===== config.mk =====
export PLATFORM = sky130hd
export DESIGN_NAME = low_power_mode_sequencer
export DESIGN_NICKNAME = d
export VERILOG_FILES = /design/src/verilog/lpm_seq_pkg.sv /design/src/verilog/low_power_mode_sequencer.sv
export SDC_FILE = /design/constraint.sdc
export NUM_CORES = 1
export LEC_CHECK = 0
export BUFFER_PORTS_ARGS = -buffer_cell sky130_fd_sc_hd__buf_2
export CORE_ASPECT_RATIO = 1.1
export CORE_UTILIZATION = 50
export DETAILED_ROUTE_END_ITERATION = 6
export PLACE_DENSITY = 0.74
export SETUP_SLACK_MARGIN = 0.5
export SYNTH_ARGS = -nofsm -noshare
export SYNTH_HDL_FRONTEND = slang
export SYNTH_SLANG_ARGS = --single-unit

===== constraint.sdc =====
create_clock -name sys_clk -period 3.22 [get_ports sys_clk]
set_input_delay 0.483 -clock sys_clk [delete_from_list [all_inputs] [get_ports sys_clk]]
set_output_delay 0.483 -clock sys_clk [all_outputs]
set_load 0.02 [all_outputs]

===== src/verilog/lpm_seq_pkg.sv =====
// constants, register layout and states of the low-power mode sequencer
package lpm_seq_pkg;
	// register byte addresses on the APB
	localparam logic [7:0] ADDR_CONTROL = 8'h00;
	localparam logic [7:0] ADDR_STATUS  = 8'h04;

	// low_power_mode_control fields
	localparam int MODE_LSB      = 0;
	localparam int MODE_W        = 2;
	localparam int QUAL_LSB      = 2;
	localparam int QUAL_W        = 6;
	localparam int HALVING_BIT   = 8;
	localparam int CRYSTAL_BIT   = 9;
	localparam int WAKE_IE_BIT   = 10;
	localparam int FLASH_SLP_BIT = 11;
	localparam int CONTROL_W     = 12;
	localparam logic [CONTROL_W-1:0] CONTROL_RESET = 12'h000;

	// status fields
	localparam int STATE_LSB     = 0;
	localparam int STATE_W       = 4;
	localparam int WAKE_FLAG_BIT = 4;
	localparam int LOCKED_BIT    = 5;

	// low-power mode selections
	localparam logic [1:0] MODE_IDLE    = 2'h0;
	localparam logic [1:0] MODE_STANDBY = 2'h1;
	localparam logic [1:0] MODE_HALT    = 2'h2;

	// timing figures, in cycles as printed
	localparam int DRAIN_SHORT_CYC    = 32;
	localparam int DRAIN_LONG_CYC     = 64;
	localparam int XCLK_LOW_MIN_CYC   = 32;
	localparam int XCLK_LOW_MAX_CYC   = 45;
	localparam int QUAL_BASE_CYC      = 2;
	localparam int IDLE_RESUME_CYC    = 20;
	localparam int STBY_FAST_MAX_CYC  = 100;
	localparam int FLASH_SLEEP_CYC    = 1125;
	localparam int HALT_RAM_MAX_CYC   = 35;
	localparam int PLL_LOCK_CYC       = 131072;
	localparam int SYNC_STAGES        = 2;
	// latency spent in the synchroniser and edge stage before counting
	localparam int SYNC_MARGIN_CYC    = SYNC_STAGES + 2;

	// counter width and derived loads
	localparam int CNT_W = 18;
	localparam logic [CNT_W-1:0] CNT_ZERO = 18'h0_0000;
	localparam logic [CNT_W-1:0] CNT_ONE  = 18'h0_0001;
	localparam logic [CNT_W-1:0] DRAIN_SHORT = CNT_W'(DRAIN_SHORT_CYC);
	localparam logic [CNT_W-1:0] DRAIN_LONG  = CNT_W'(DRAIN_LONG_CYC);
	localparam logic [CNT_W-1:0] XCLK_LOW_AT = CNT_W'(XCLK_LOW_MIN_CYC);
	localparam logic [CNT_W-1:0] QUAL_BASE   = CNT_W'(QUAL_BASE_CYC);
	localparam logic [CNT_W-1:0] IDLE_RES =
		CNT_W'(IDLE_RESUME_CYC - SYNC_MARGIN_CYC);
	localparam logic [CNT_W-1:0] STBY_FAST_RES =
		CNT_W'(STBY_FAST_MAX_CYC - SYNC_MARGIN_CYC);
	localparam logic [CNT_W-1:0] FLASH_RES =
		CNT_W'(FLASH_SLEEP_CYC - SYNC_MARGIN_CYC);
	localparam logic [CNT_W-1:0] HALT_RAM_RES =
		CNT_W'(HALT_RAM_MAX_CYC - SYNC_MARGIN_CYC);

	typedef enum logic [STATE_W-1:0] {
		ST_RUN,
		ST_IDLE,
		ST_DRAIN,
		ST_STANDBY,
		ST_QUALIFY,
		ST_HALT,
		ST_OSC_WAKE,
		ST_PLL_LOCK,
		ST_RESUME
	} lpm_state_t;
endpackage


===== src/verilog/low_power_mode_sequencer.sv =====
// low-power mode sequencer: IDLE/STANDBY/HALT entry, wake-up and APB regs
//
// Implementation choices: register access over APB and the register addresses.
`timescale 1ns/1ps

// How it works
// - standby keeps system clock 32 or 64 cycles per halving, then stops it
// - standby gates peripheral clocks, keeps PLL and watchdog running
// - IDLE instruction with a mode selected enters that mode
// - external clock output goes low 32 to 45 cycles after IDLE in standby or halt
// - standby wake resumes within 100 cycles, 1125 from sleeping flash
// - after wake, execution resumes, interrupt serviced only if enabled
// - halt keeps system clock 32 or 64 cycles, then stops core, and osc with crystal source
// - halt stops peripherals and PLL, oscillator off with crystal source
// - falling wake pin edge restarts oscillator and begins halt wake-up
// - after oscillator stable, count PLL lock cycles before clocks on
// - halt wake resumes within 35 cycles, 1125 from sleeping flash
// - six-bit qualify count sets standby wake pulse to two plus it
module low_power_mode_sequencer #(
	parameter int PLL_LOCK_COUNT = lpm_seq_pkg::PLL_LOCK_CYC,
	parameter int OSC_START_CYC  = 16
) (
	input  wire logic        sys_clk,
	input  wire logic        rst,
	input  wire logic        psel,
	input  wire logic        penable,
	input  wire logic        pwrite,
	input  wire logic [7:0]  paddr,
	input  wire logic [31:0] pwdata,
	output logic      [31:0] prdata,
	output logic             pready,
	output logic             pslverr,
	input  wire logic        idleExec,
	input  wire logic        wakeGpioPinN,
	input  wire logic        externalResetPinN,
	output logic             systemClockOutEnable,
	output logic             externalClockOutput,
	output logic             peripheralClockEnable,
	output logic             pllEnable,
	output logic             watchdogClockEnable,
	output logic             oscillatorEnable,
	output logic             coreClockEnable,
	output logic             execResume,
	output logic             wakeInterrupt
);
	localparam logic [lpm_seq_pkg::CNT_W-1:0] LOCK_LOAD =
		lpm_seq_pkg::CNT_W'(PLL_LOCK_COUNT);
	localparam logic [lpm_seq_pkg::CNT_W-1:0] OSC_LOAD =
		lpm_seq_pkg::CNT_W'(OSC_START_CYC);

	logic [lpm_seq_pkg::CONTROL_W-1:0] lowPowerModeControl;
	logic                              wakeFlag;
	lpm_seq_pkg::lpm_state_t           state;
	logic [lpm_seq_pkg::CNT_W-1:0]     count;
	logic [lpm_seq_pkg::CNT_W-1:0]     xclkCount;
	logic                              haltEntry;
	logic [1:0]                        wakeSync;
	logic [1:0]                        resetSync;
	logic                              wakeLowDly;
	logic                              resumeEvent;

	logic       apbWrite;
	logic       apbRead;
	logic [1:0] mode;
	logic [5:0] qualCount;
	logic       halving;
	logic       crystalSource;
	logic       wakeIntEnable;
	logic       flashAsleep;
	logic       wakeLow;
	logic       resetLow;
	logic       wakeFall;

	assign mode          = lowPowerModeControl[lpm_seq_pkg::MODE_LSB +:
		lpm_seq_pkg::MODE_W];
	assign qualCount     = lowPowerModeControl[lpm_seq_pkg::QUAL_LSB +:
		lpm_seq_pkg::QUAL_W];
	assign halving       = lowPowerModeControl[lpm_seq_pkg::HALVING_BIT];
	assign crystalSource = lowPowerModeControl[lpm_seq_pkg::CRYSTAL_BIT];
	assign wakeIntEnable = lowPowerModeControl[lpm_seq_pkg::WAKE_IE_BIT];
	assign flashAsleep   = lowPowerModeControl[lpm_seq_pkg::FLASH_SLP_BIT];
	assign wakeLow       = ~wakeSync[1];
	assign resetLow      = ~resetSync[1];
	assign wakeFall      = wakeLow & ~wakeLowDly;
	// writes land at the edge that completes the access, with pready high
	assign apbWrite      = psel & penable & pwrite & pready;
	assign apbRead       = psel & penable & ~pwrite & ~pready;

	// two-stage synchronisers for the pins; only stage two is used
	always_ff @(posedge sys_clk or posedge rst) begin
		if (rst) begin
			wakeSync  <= 2'h3;
			resetSync <= 2'h3;
		end else begin
			wakeSync  <= {wakeSync[0], wakeGpioPinN};
			resetSync <= {resetSync[0], externalResetPinN};
		end
	end

	always_ff @(posedge sys_clk or posedge rst) begin
		if (rst) begin
			wakeLowDly <= 1'b0;
		end else begin
			wakeLowDly <= wakeLow;
		end
	end

	// control register
	always_ff @(posedge sys_clk or posedge rst) begin
		if (rst) begin
			lowPowerModeControl <= lpm_seq_pkg::CONTROL_RESET;
		end else if (apbWrite && paddr == lpm_seq_pkg::ADDR_CONTROL) begin
			lowPowerModeControl <= pwdata[lpm_seq_pkg::CONTROL_W-1:0];
		end
	end

	// sticky wake flag, write one to clear; a new wake beats the clear
	always_ff @(posedge sys_clk or posedge rst) begin
		if (rst) begin
			wakeFlag <= 1'b0;
		end else if (resumeEvent) begin
			wakeFlag <= 1'b1;
		end else if (apbWrite && paddr == lpm_seq_pkg::ADDR_STATUS &&
				pwdata[lpm_seq_pkg::WAKE_FLAG_BIT]) begin
			wakeFlag <= 1'b0;
		end
	end

	// APB answer: one wait state, unmapped addresses flag an error
	always_ff @(posedge sys_clk or posedge rst) begin
		if (rst) begin
			pready  <= 1'b0;
			pslverr <= 1'b0;
			prdata  <= 32'h0000_0000;
		end else begin
			pready  <= psel & penable & ~pready;
			pslverr <= psel & penable & ~pready &
				paddr != lpm_seq_pkg::ADDR_CONTROL &
				paddr != lpm_seq_pkg::ADDR_STATUS;
			if (apbRead) begin
				prdata <= 32'h0000_0000;
				if (paddr == lpm_seq_pkg::ADDR_CONTROL) begin
					prdata[lpm_seq_pkg::CONTROL_W-1:0] <= lowPowerModeControl;
				end else if (paddr == lpm_seq_pkg::ADDR_STATUS) begin
					prdata[lpm_seq_pkg::STATE_LSB +: lpm_seq_pkg::STATE_W]
						<= state;
					prdata[lpm_seq_pkg::WAKE_FLAG_BIT] <= wakeFlag;
					prdata[lpm_seq_pkg::LOCKED_BIT] <= pllEnable &
						state != lpm_seq_pkg::ST_PLL_LOCK;
				end
			end
		end
	end

	// sequencing state machine
	always_ff @(posedge sys_clk or posedge rst) begin
		if (rst) begin
			state     <= lpm_seq_pkg::ST_RUN;
			count     <= lpm_seq_pkg::CNT_ZERO;
			haltEntry <= 1'b0;
		end else begin
			unique case (state)
			lpm_seq_pkg::ST_RUN: begin
				if (idleExec) begin
					if (mode == lpm_seq_pkg::MODE_STANDBY ||
							mode == lpm_seq_pkg::MODE_HALT) begin
						state     <= lpm_seq_pkg::ST_DRAIN;
						haltEntry <= mode == lpm_seq_pkg::MODE_HALT;
						count     <= halving ? lpm_seq_pkg::DRAIN_LONG
							: lpm_seq_pkg::DRAIN_SHORT;
					end else begin
						// mode 3 is no low-power mode and falls back to IDLE
						state <= lpm_seq_pkg::ST_IDLE;
					end
				end
			end
			lpm_seq_pkg::ST_IDLE: begin
				// plain IDLE: any wake or reset level ends it
				if (wakeLow || resetLow) begin
					state <= lpm_seq_pkg::ST_RESUME;
					count <= lpm_seq_pkg::IDLE_RES;
				end
			end
			lpm_seq_pkg::ST_DRAIN: begin
				// clocks keep running so the pipeline can drain
				if (count == lpm_seq_pkg::CNT_ONE) begin
					state <= haltEntry ? lpm_seq_pkg::ST_HALT
						: lpm_seq_pkg::ST_STANDBY;
				end
				count <= count - lpm_seq_pkg::CNT_ONE;
			end
			lpm_seq_pkg::ST_STANDBY: begin
				// reset pin wakes at once; the wake pin passes the qualifier
				if (resetLow) begin
					state <= lpm_seq_pkg::ST_RESUME;
					count <= lpm_seq_pkg::STBY_FAST_RES;
				end else if (wakeFall) begin
					state <= lpm_seq_pkg::ST_QUALIFY;
					count <= lpm_seq_pkg::QUAL_BASE +
						lpm_seq_pkg::CNT_W'(qualCount);
				end
			end
			lpm_seq_pkg::ST_QUALIFY: begin
				// a pulse shorter than the qualify time drops back silently
				if (!wakeLow) begin
					state <= lpm_seq_pkg::ST_STANDBY;
				end else if (count == lpm_seq_pkg::CNT_ONE) begin
					state <= lpm_seq_pkg::ST_RESUME;
					count <= flashAsleep ? lpm_seq_pkg::FLASH_RES
						: lpm_seq_pkg::STBY_FAST_RES;
				end else begin
					count <= count - lpm_seq_pkg::CNT_ONE;
				end
			end
			lpm_seq_pkg::ST_HALT: begin
				if (wakeFall || resetLow) begin
					state <= lpm_seq_pkg::ST_OSC_WAKE;
					count <= OSC_LOAD;
				end
			end
			lpm_seq_pkg::ST_OSC_WAKE: begin
				// stable once the start time passed and the pins are released
				if (count != lpm_seq_pkg::CNT_ZERO) begin
					count <= count - lpm_seq_pkg::CNT_ONE;
				end else if (!wakeLow && !resetLow) begin
					state <= lpm_seq_pkg::ST_PLL_LOCK;
					count <= LOCK_LOAD;
				end
			end
			lpm_seq_pkg::ST_PLL_LOCK: begin
				// lock count runs in full on every halt wake, with no early exit
				if (count == lpm_seq_pkg::CNT_ONE) begin
					state <= lpm_seq_pkg::ST_RESUME;
					count <= flashAsleep ? lpm_seq_pkg::FLASH_RES
						: lpm_seq_pkg::HALT_RAM_RES;
				end else begin
					count <= count - lpm_seq_pkg::CNT_ONE;
				end
			end
			lpm_seq_pkg::ST_RESUME: begin
				// strobe follows one cycle after the count runs out
				if (count <= lpm_seq_pkg::CNT_ONE) begin
					state <= lpm_seq_pkg::ST_RUN;
				end
				count <= count - lpm_seq_pkg::CNT_ONE;
			end
			default: begin
				state <= lpm_seq_pkg::ST_RUN;
			end
			endcase
		end
	end

	// one registered event drives both the strobe and the sticky flag
	always_ff @(posedge sys_clk or posedge rst) begin
		if (rst) begin
			resumeEvent <= 1'b0;
		end else begin
			resumeEvent <= state == lpm_seq_pkg::ST_RESUME &&
				count <= lpm_seq_pkg::CNT_ONE;
		end
	end

	// resume strobe, interrupt request only when enabled
	always_ff @(posedge sys_clk or posedge rst) begin
		if (rst) begin
			execResume    <= 1'b0;
			wakeInterrupt <= 1'b0;
		end else begin
			execResume    <= resumeEvent;
			wakeInterrupt <= resumeEvent & wakeIntEnable;
		end
	end

	// external clock output drops a fixed delay after IDLE into standby or halt
	always_ff @(posedge sys_clk or posedge rst) begin
		if (rst) begin
			xclkCount           <= lpm_seq_pkg::CNT_ZERO;
			externalClockOutput <= 1'b1;
		end else if (state == lpm_seq_pkg::ST_RUN && idleExec &&
				(mode == lpm_seq_pkg::MODE_STANDBY ||
				mode == lpm_seq_pkg::MODE_HALT)) begin
			xclkCount <= lpm_seq_pkg::XCLK_LOW_AT - lpm_seq_pkg::CNT_ONE;
		end else if (xclkCount != lpm_seq_pkg::CNT_ZERO) begin
			xclkCount <= xclkCount - lpm_seq_pkg::CNT_ONE;
			if (xclkCount == lpm_seq_pkg::CNT_ONE) begin
				externalClockOutput <= 1'b0;
			end
			// back high once the sequencer heads for RUN
		end else if (state == lpm_seq_pkg::ST_RESUME ||
				state == lpm_seq_pkg::ST_RUN) begin
			externalClockOutput <= 1'b1;
		end
	end

	// clock gate controls
	always_ff @(posedge sys_clk or posedge rst) begin
		if (rst) begin
			systemClockOutEnable  <= 1'b1;
			peripheralClockEnable <= 1'b1;
			pllEnable             <= 1'b1;
			watchdogClockEnable   <= 1'b1;
			oscillatorEnable      <= 1'b1;
			coreClockEnable       <= 1'b1;
		end else begin
			unique case (state)
			lpm_seq_pkg::ST_STANDBY, lpm_seq_pkg::ST_QUALIFY: begin
				systemClockOutEnable  <= 1'b0;
				peripheralClockEnable <= 1'b0;
				pllEnable             <= 1'b1;
				watchdogClockEnable   <= 1'b1;
				oscillatorEnable      <= 1'b1;
				coreClockEnable       <= 1'b0;
			end
			lpm_seq_pkg::ST_HALT: begin
				systemClockOutEnable  <= 1'b0;
				peripheralClockEnable <= 1'b0;
				pllEnable             <= 1'b0;
				watchdogClockEnable   <= 1'b0;
				// an external clock source keeps the oscillator running
				oscillatorEnable      <= ~crystalSource;
				coreClockEnable       <= 1'b0;
			end
			lpm_seq_pkg::ST_OSC_WAKE, lpm_seq_pkg::ST_PLL_LOCK: begin
				systemClockOutEnable  <= 1'b0;
				peripheralClockEnable <= 1'b0;
				pllEnable             <= 1'b1;
				watchdogClockEnable   <= 1'b0;
				oscillatorEnable      <= 1'b1;
				coreClockEnable       <= 1'b0;
			end
			default: begin
				systemClockOutEnable  <= 1'b1;
				peripheralClockEnable <= 1'b1;
				pllEnable             <= 1'b1;
				watchdogClockEnable   <= 1'b1;
				oscillatorEnable      <= 1'b1;
				coreClockEnable       <= 1'b1;
			end
			endcase
		end
	end
endmodule


==> results of run 1 <==
[registers in the layout, summed over array words and instances (netlist names), 2 cells and up]
register,flops
prdata,12
count,18
lowPowerModeControl,12
state,4
resetSync,2
xclkCount,18
wakeSync,2
[cell families after synthesis]
logic type / count (synthesis) / share of synthesized area [%]
adders and majority gates: 6 / 1.66
AOI/OAI and AO/OA: 110 / 16.5
DFF: 81 / 45.2
muxes: 20 / 4.83
buffers and inverters: 58 / 6.91
and+or+nand+nor: 188 / 21.7
xor gates and xnor gates: 16 / 3.11
other: 1 / 0.0831
[layout make-up]
type / count / area [um^2] / share of cell area [%]
Clock buffer: 9 / 124 / 2.42
Sequential cell: 81 / 2040 / 39.9
Timing Repair Buffer: 68 / 398 / 7.78
Inverter: 16 / 61.3 / 1.20
Tap cell: 111 / 139 / 2.71
Multi-Input combinational cell: 360 / 2260 / 44.2
Clock inverter: 7 / 92.6 / 1.81
[timing repair]
item                       in CTS  in global routing
pin swaps                       0                  1
buffers inserted                3                  1
setup endpoints to repair       7                 17
gates resized for setup         3                  6
[placed cells by master (no fill, tap or decap), types with 7 or more instances in the layout]
cell type / Yosys / final
buf_2: 3 / 50
dfstp_2: 9 / 9
or4_1: 9 / 7
dfrtp_1: 72 / 70
a31oi_1: 8 / 8
a22o_1: 12 / 12
nor3_1: 15 / 15
conb_1: 1 / 20
nor2_1: 47 / 47
nor4_1: 14 / 14
o21ai_0: 32 / 32
buf_4: 22 / 17
clkbuf_8: 0 / 9
mux2_2: 14 / 14
nand3_1: 19 / 18
inv_1: 16 / 15
nand2_1: 40 / 40
a21oi_1: 14 / 14
xnor2_1: 11 / 11
[power breakdown]
group	internal, mW	switching (mW)
clock	0.437	0.381
sequential	1.22	0.227
combinational	0.971	1.35
total	2.62	1.96
[final timing paths]
kind,cells past startpoint,endpoint,slack [ns]
worst max-delay path,7,count[6],0.57
worst min-delay path,1,wakeSync[0],0.23
worst max register to register,7,count[6],0.57
worst min register to register,0,wakeSync[1],0.36
max in group asynchronous,3,pllEnable,2.03
min in group asynchronous,2,wakeInterrupt,0.38
[metal layers]
metal,global-route usage (%),wire length (um),vias to the layer above
met2,40.0,5340,127
met5,0,0,-
met3,3.98,499,21
met1,31.2,4770,1867
li1,-,-,1823
met4,7.09,187,0
[worst register-to-register path: stages, from the launching register on]
cell and delay [ns]:
dfrtp_1 0.47, or4_4 0.58, or4_4 0.56, nor3_4 0.27, o21a_4 0.21, buf_4 0.15
o21ai_2 0.06, a22o_1 0.24
[stage by stage]
stage	hold WS, ns	total power [mW]	std cells
final	0.232	4.59	652
after CTS	0.225	4.53	651
after global routing	0.211	4.91	652
after floorplan	0.345	3.06	499
after global placement	0.347	3.53	632
after detailed placement	0.349	3.60	632
==> flow_metrics.py, run 1 <==
metrics = {
    "synthesis": {
        "yosys_warnings": 0,
        "synth.distinct_cells": 68,
        "syn_area_per_cell_um2": 9.40,
        "synth_common_cells": "dfrtp_1 (72), nor2_1 (47), nand2_1 (40)",
        "netlist_instances": 480,
        "synth.most_common_cell": "dfrtp_1",
        "synth-edff-count": 0,
        "synth_top_cell_by_area": "dfrtp_1",
        "synth_area_leaders": "dfrtp_1 (40%), dfstp_2 (5.2%), nor2_1 (3.9%)",
        "ys_seq_area_share_pct": 45.2,
        "ys_ff_latch": 81,
        "synth_top_area_share_pct": 39.9,
        "synth_area_mm2": 0.00451,
        "synth_flop_cell": "dfrtp_1",
        "async_flop_share_pct": 100,
    },
    "floorplan": {
        "boundaryPins": 91,
        "row_count": 35,
        "dieArea_mm2": 0.00941,
        "fp.dieH_um": 102,
        "die_w_um": 92.6,
        "initial_core_util_pct": 52.6,
        "core_mm2": 0.00858,
    },
    "timing": {
        "setup_viol": 0,
        "rsz0062_at_grt": "true",
        "skew_ns": 0.0123,
        "maxSlewHeadroom_pct": 23.2,
        "fmaxAchievable_mhz": 377,
        "worstMarginPinSlew_ns": 1.15,
        "final.setup.worst_slack_ns": 0.567,
        "period_needed_ns": 2.65,
        "finalHoldViolCount": 0,
        "fin_setup_tns_ns": 0,
        "period_share_pct": 82.4,
        "slew_viol_final": 0,
    },
    "routing": {
        "vias": 3838,
        "wire_per_inst_um": 16.6,
        "first_pass_iters": 5,
        "drc_errors": 0,
        "drtIter0Drc": 239,
        "wirelength_um": 10800,
        "ant_nets": 0,
        "vias_per_cell": 5.89,
    },
    "pwr": {
        "p_leak_nw": 2.41,
        "max-vdd-ir-drop_v": 0.000603,
        "power_density_mw_per_mm2": 897,
    },
    "clock_network": {
        "cts_buffers": 9,
        "cts_tree": "built",
        "clk_pin_slew_ns": 0.08,
        "htree_levels": 3,
        "hold_buffers": 0,
        "cts.path.max_buffers": 2,
        "clkSinkCount": 81,
        "cts-root-buf": "clkbuf_8",
        "clk_latency_ns": 0.36,
    },
    "grt": {
        "overflow": 0,
        "grt_usage_pct": 23.6,
        "antenna_found_initial": 0,
        "grt_max_degree": 69,
        "grt_pass1_vias": 3701,
        "grt_pass1_wl_um": 17600,
    },
    "layout": {
        "fillers": 751,
        "stdcell_area_mm2": 0.00512,
        "diodes": 0,
        "postLayoutCoreUtil_pct": 59.6,
        "nets": 590,
        "syn2layout_area_growth_pct": 13.4,
        "drive_gt1_share_pct": 23.7,
    },
    "run": {
        "cap_violations": 0,
    },
    "min_path": {
        "min-delay-start": "wakeGpioPinN",
        "hold_class": "primary input to flop",
    },
    "critical_path": {
        "crit_required_ns": 3.46,
        "critPathSlowestCell": "or4_4",
        "r2r-start": "count[5]",
        "cp-start-kind": "flop",
        "slowest_delay_ns": 0.58,
        "startpoint": "count[5]",
        "crit_type": "flop to flop",
        "critPathTopFamily": "simple AND/OR/NAND/NOR gates",
        "critPathMaxFanout": 7,
        "worst_ep_arrival_time_ns": 2.89,
        "crit_buf_inv": 1,
        "worstSetupEndpointType": "flop",
        "crit_chain": "or4_4, or4_4, nor3_4, o21a_4, buf_4, o21ai_2, a22o_1",
        "path_common_cell": "or4_4",
    },
    "placed_design": {
        "place.port_buffers": 50,
        "gp_congestion": 0.930,
        "dp_hpwl_um": 7710,
        "dpl_cell_area_mm2": 0.00483,
        "post-place-ws_ns": 0.421,
    },
    "run_status": {
        "status": "complete, no violations",
    },
}
(Power assumes the default switching activity.)
==> inputs of run 2 (changes only) <==
--- a/config.mk
+++ b/config.mk
@@ -9,7 +9,7 @@
 export CORE_ASPECT_RATIO = 1.1
 export CORE_UTILIZATION = 50
 export DETAILED_ROUTE_END_ITERATION = 6
-export PLACE_DENSITY = 0.74
+export PLACE_DENSITY = 0.77
 export SETUP_SLACK_MARGIN = 0.5
 export SYNTH_ARGS = -nofsm -noshare
 export SYNTH_HDL_FRONTEND = slang
==> constraint.sdc (replaced) <==
create_clock -name sys_clk -period 2.4 [get_ports sys_clk]
set_input_delay 0.36 -clock sys_clk [delete_from_list [all_inputs] [get_ports sys_clk]]
set_output_delay 0.36 -clock sys_clk [all_outputs]
set_load 0.02 [all_outputs]
==> run 2 against run 1 <==
Net effect:
- the flow now finishes with violations (negative setup slack)
- final cell count grew 7.8%
- maximum frequency grew 11%
- sequential share of layout area shrank 5.3 points
- critical path type unchanged
- largest cell class unchanged
==> flow_metrics.py, run 2 (synthesized netlist as in run 1, its figures left out) <==
metrics = {
    "critical_path": {
        "worstSetupEndpointType": "flop",
        "crit_required_ns": 2.63,
        "critPathMaxFanout": 2,
        "critPathSlowestCell": "or4_4",
        "path_common_cell": "or4_4",
        "cp-start-kind": "flop",
        "crit_chain": "or4_4, or4_4, buf_6, or3_4, a311oi_2, nor2_1",
        "crit_type": "flop to flop",
        "startpoint": "count[6]",
        "r2r-start": "count[6]",
        "reg2reg_slack_ns": -0.0002,
        "slowest_delay_ns": 0.54,
        "worst_ep_arrival_time_ns": 2.63,
    },
    "placed_design": {
        "dp_hpwl_um": 8180,
        "place.port_buffers": 50,
        "gp_congestion": 0.898,
    },
    "timing": {
        "skew_ns": 0.0178,
        "setup_viol": 1,
        "slew_viol_final": 0,
        "period_needed_ns": 2.40,
        "worstMarginPinSlew_ns": 0.610,
        "period_share_pct": 100,
        "finalHoldViolCount": 0,
        "maxSlewHeadroom_pct": 59.2,
        "fin_setup_tns_ns": -0.000199,
        "fmaxAchievable_mhz": 417,
        "final.setup.worst_slack_ns": -0.000199,
        "rsz0062_at_grt": "true",
    },
    "routing": {
        "drc_errors": 0,
        "vias_per_cell": 5.98,
        "met3_length_um": 635,
        "wl_met1_um": 4960,
        "ant_nets": 0,
        "wl_met2_um": 5880,
        "drtIter0Drc": 296,
        "dr.max_layer_used": "met4",
        "wirelength_um": 11700,
        "first_pass_iters": 5,
        "vias": 4202,
        "wire_per_inst_um": 16.6,
    },
    "layout": {
        "nets": 641,
        "postLayoutCoreUtil_pct": 68.7,
        "drive_gt1_share_pct": 37.5,
        "diodes": 0,
        "syn2layout_area_growth_pct": 30.7,
        "final_cell_mix": "dfrtp_1 (71), buf_4 (62), buf_2 (50)",
        "final_common_cell": "dfrtp_1",
        "reg_top3": "count: 18 flops, xclkCount: 18 flops",
    },
    "run_status": {
        "status": "finished with violations",
        "violations": "negative setup slack",
    },
    "floorplan": {
        "die_w_um": 92.6,
        "boundaryPins": 91,
        "initial_core_util_pct": 52.6,
        "dieArea_mm2": 0.00941,
        "core_mm2": 0.00858,
        "row_count": 35,
        "fp.dieH_um": 102,
    },
    "grt": {
        "grt_pass1_wl_um": 19200,
        "grt_max_degree": 42,
        "grt_pass1_vias": 4006,
        "antenna_found_initial": 0,
        "grt_usage_pct": 25.9,
        "overflow": 0,
    },
    "clock_network": {
        "cts_tree": "built",
        "cts.path.max_buffers": 2,
        "hold_buffers": 0,
        "clkSinkCount": 81,
        "cts_buffers": 9,
        "htree_levels": 3,
        "cts-root-buf": "clkbuf_8",
        "clk_latency_ns": 0.35,
        "clk_pin_slew_ns": 0.09,
    },
    "pwr": {
        "max-vdd-ir-drop_v": 0.000999,
        "power_density_mw_per_mm2": 1270,
        "finalPower_mw": 7.49,
        "p_leak_nw": 2.74,
    },
    "run": {
        "cap_violations": 0,
    },
    "min_path": {
        "hold_class": "primary input to async pin",
    },
}
run 2: through the flow:
| stage | cell area (um^2) | setup slack, ns | hold WS (ns) | instances |
|---|---|---|---|---|
| 2_1_floorplan | 4680 | -0.0392 | 0.345 | 499 |
| 3_3_place_gp | 5240 | -0.0433 | 0.349 | 672 |
| 3_5_place_dp | 5240 | -0.0663 | 0.347 | 672 |
| 4_1_cts | 5720 | 0.0370 | 0.0754 | 699 |
| 5_1_grt | 5900 | -0.0636 | 0.0965 | 703 |
| 6_report | 5900 | -0.000199 | 0.0683 | 703 |
run 2: where the power goes:
part           switching [mW]  internal (mW)  total, mW
clock                   0.502          0.646       1.15
combinational            2.35           2.10       4.45
sequential              0.265           1.63       1.90
run 2: worst paths after layout:
check | cells past startpoint | to
worst max register to register | 6 | state[3]
worst min register to register | 0 | wakeSync[1]
min in group sys_clk | 1 | resetSync[0]
worst max-delay path | 6 | state[3]
worst min-delay path | 2 | xclkCount[3]
max in group asynchronous | 3 | resetSync[1]
run 2: final cells by class:
type                       instances  area [um^2]
fill                             634         2690
multi-input combinational        360         2600
sequential                        81         2040
timing repair buffer             119          821
clock buffer                      12          155
tap                              111          139
clock inverter                     4         76.3
inverter                          16         63.8
run 2: metal layers:
metal	global-route usage [%]	up-vias
met4	9.38	0
met1	34.3	2065
met5	0	-
met2	42.6	185
li1	-	1932
met3	4.80	20
run 2: what timing repair did:
| action | in CTS | in global routing |
|---|---|---|
| setup buffers | 11 | 4 |
| resized for setup | 36 | 33 |
| pin swaps | 12 | 19 |
| endpoints found under the setup margin | 40 | 42 |
run 2: critical path, delay by kind of cell, from the launching register on:
family	cells	cell delay [ns]
simple gates	4	1.52
flops	1	0.38
compound gates	1	0.26
buf+inv	1	0.14
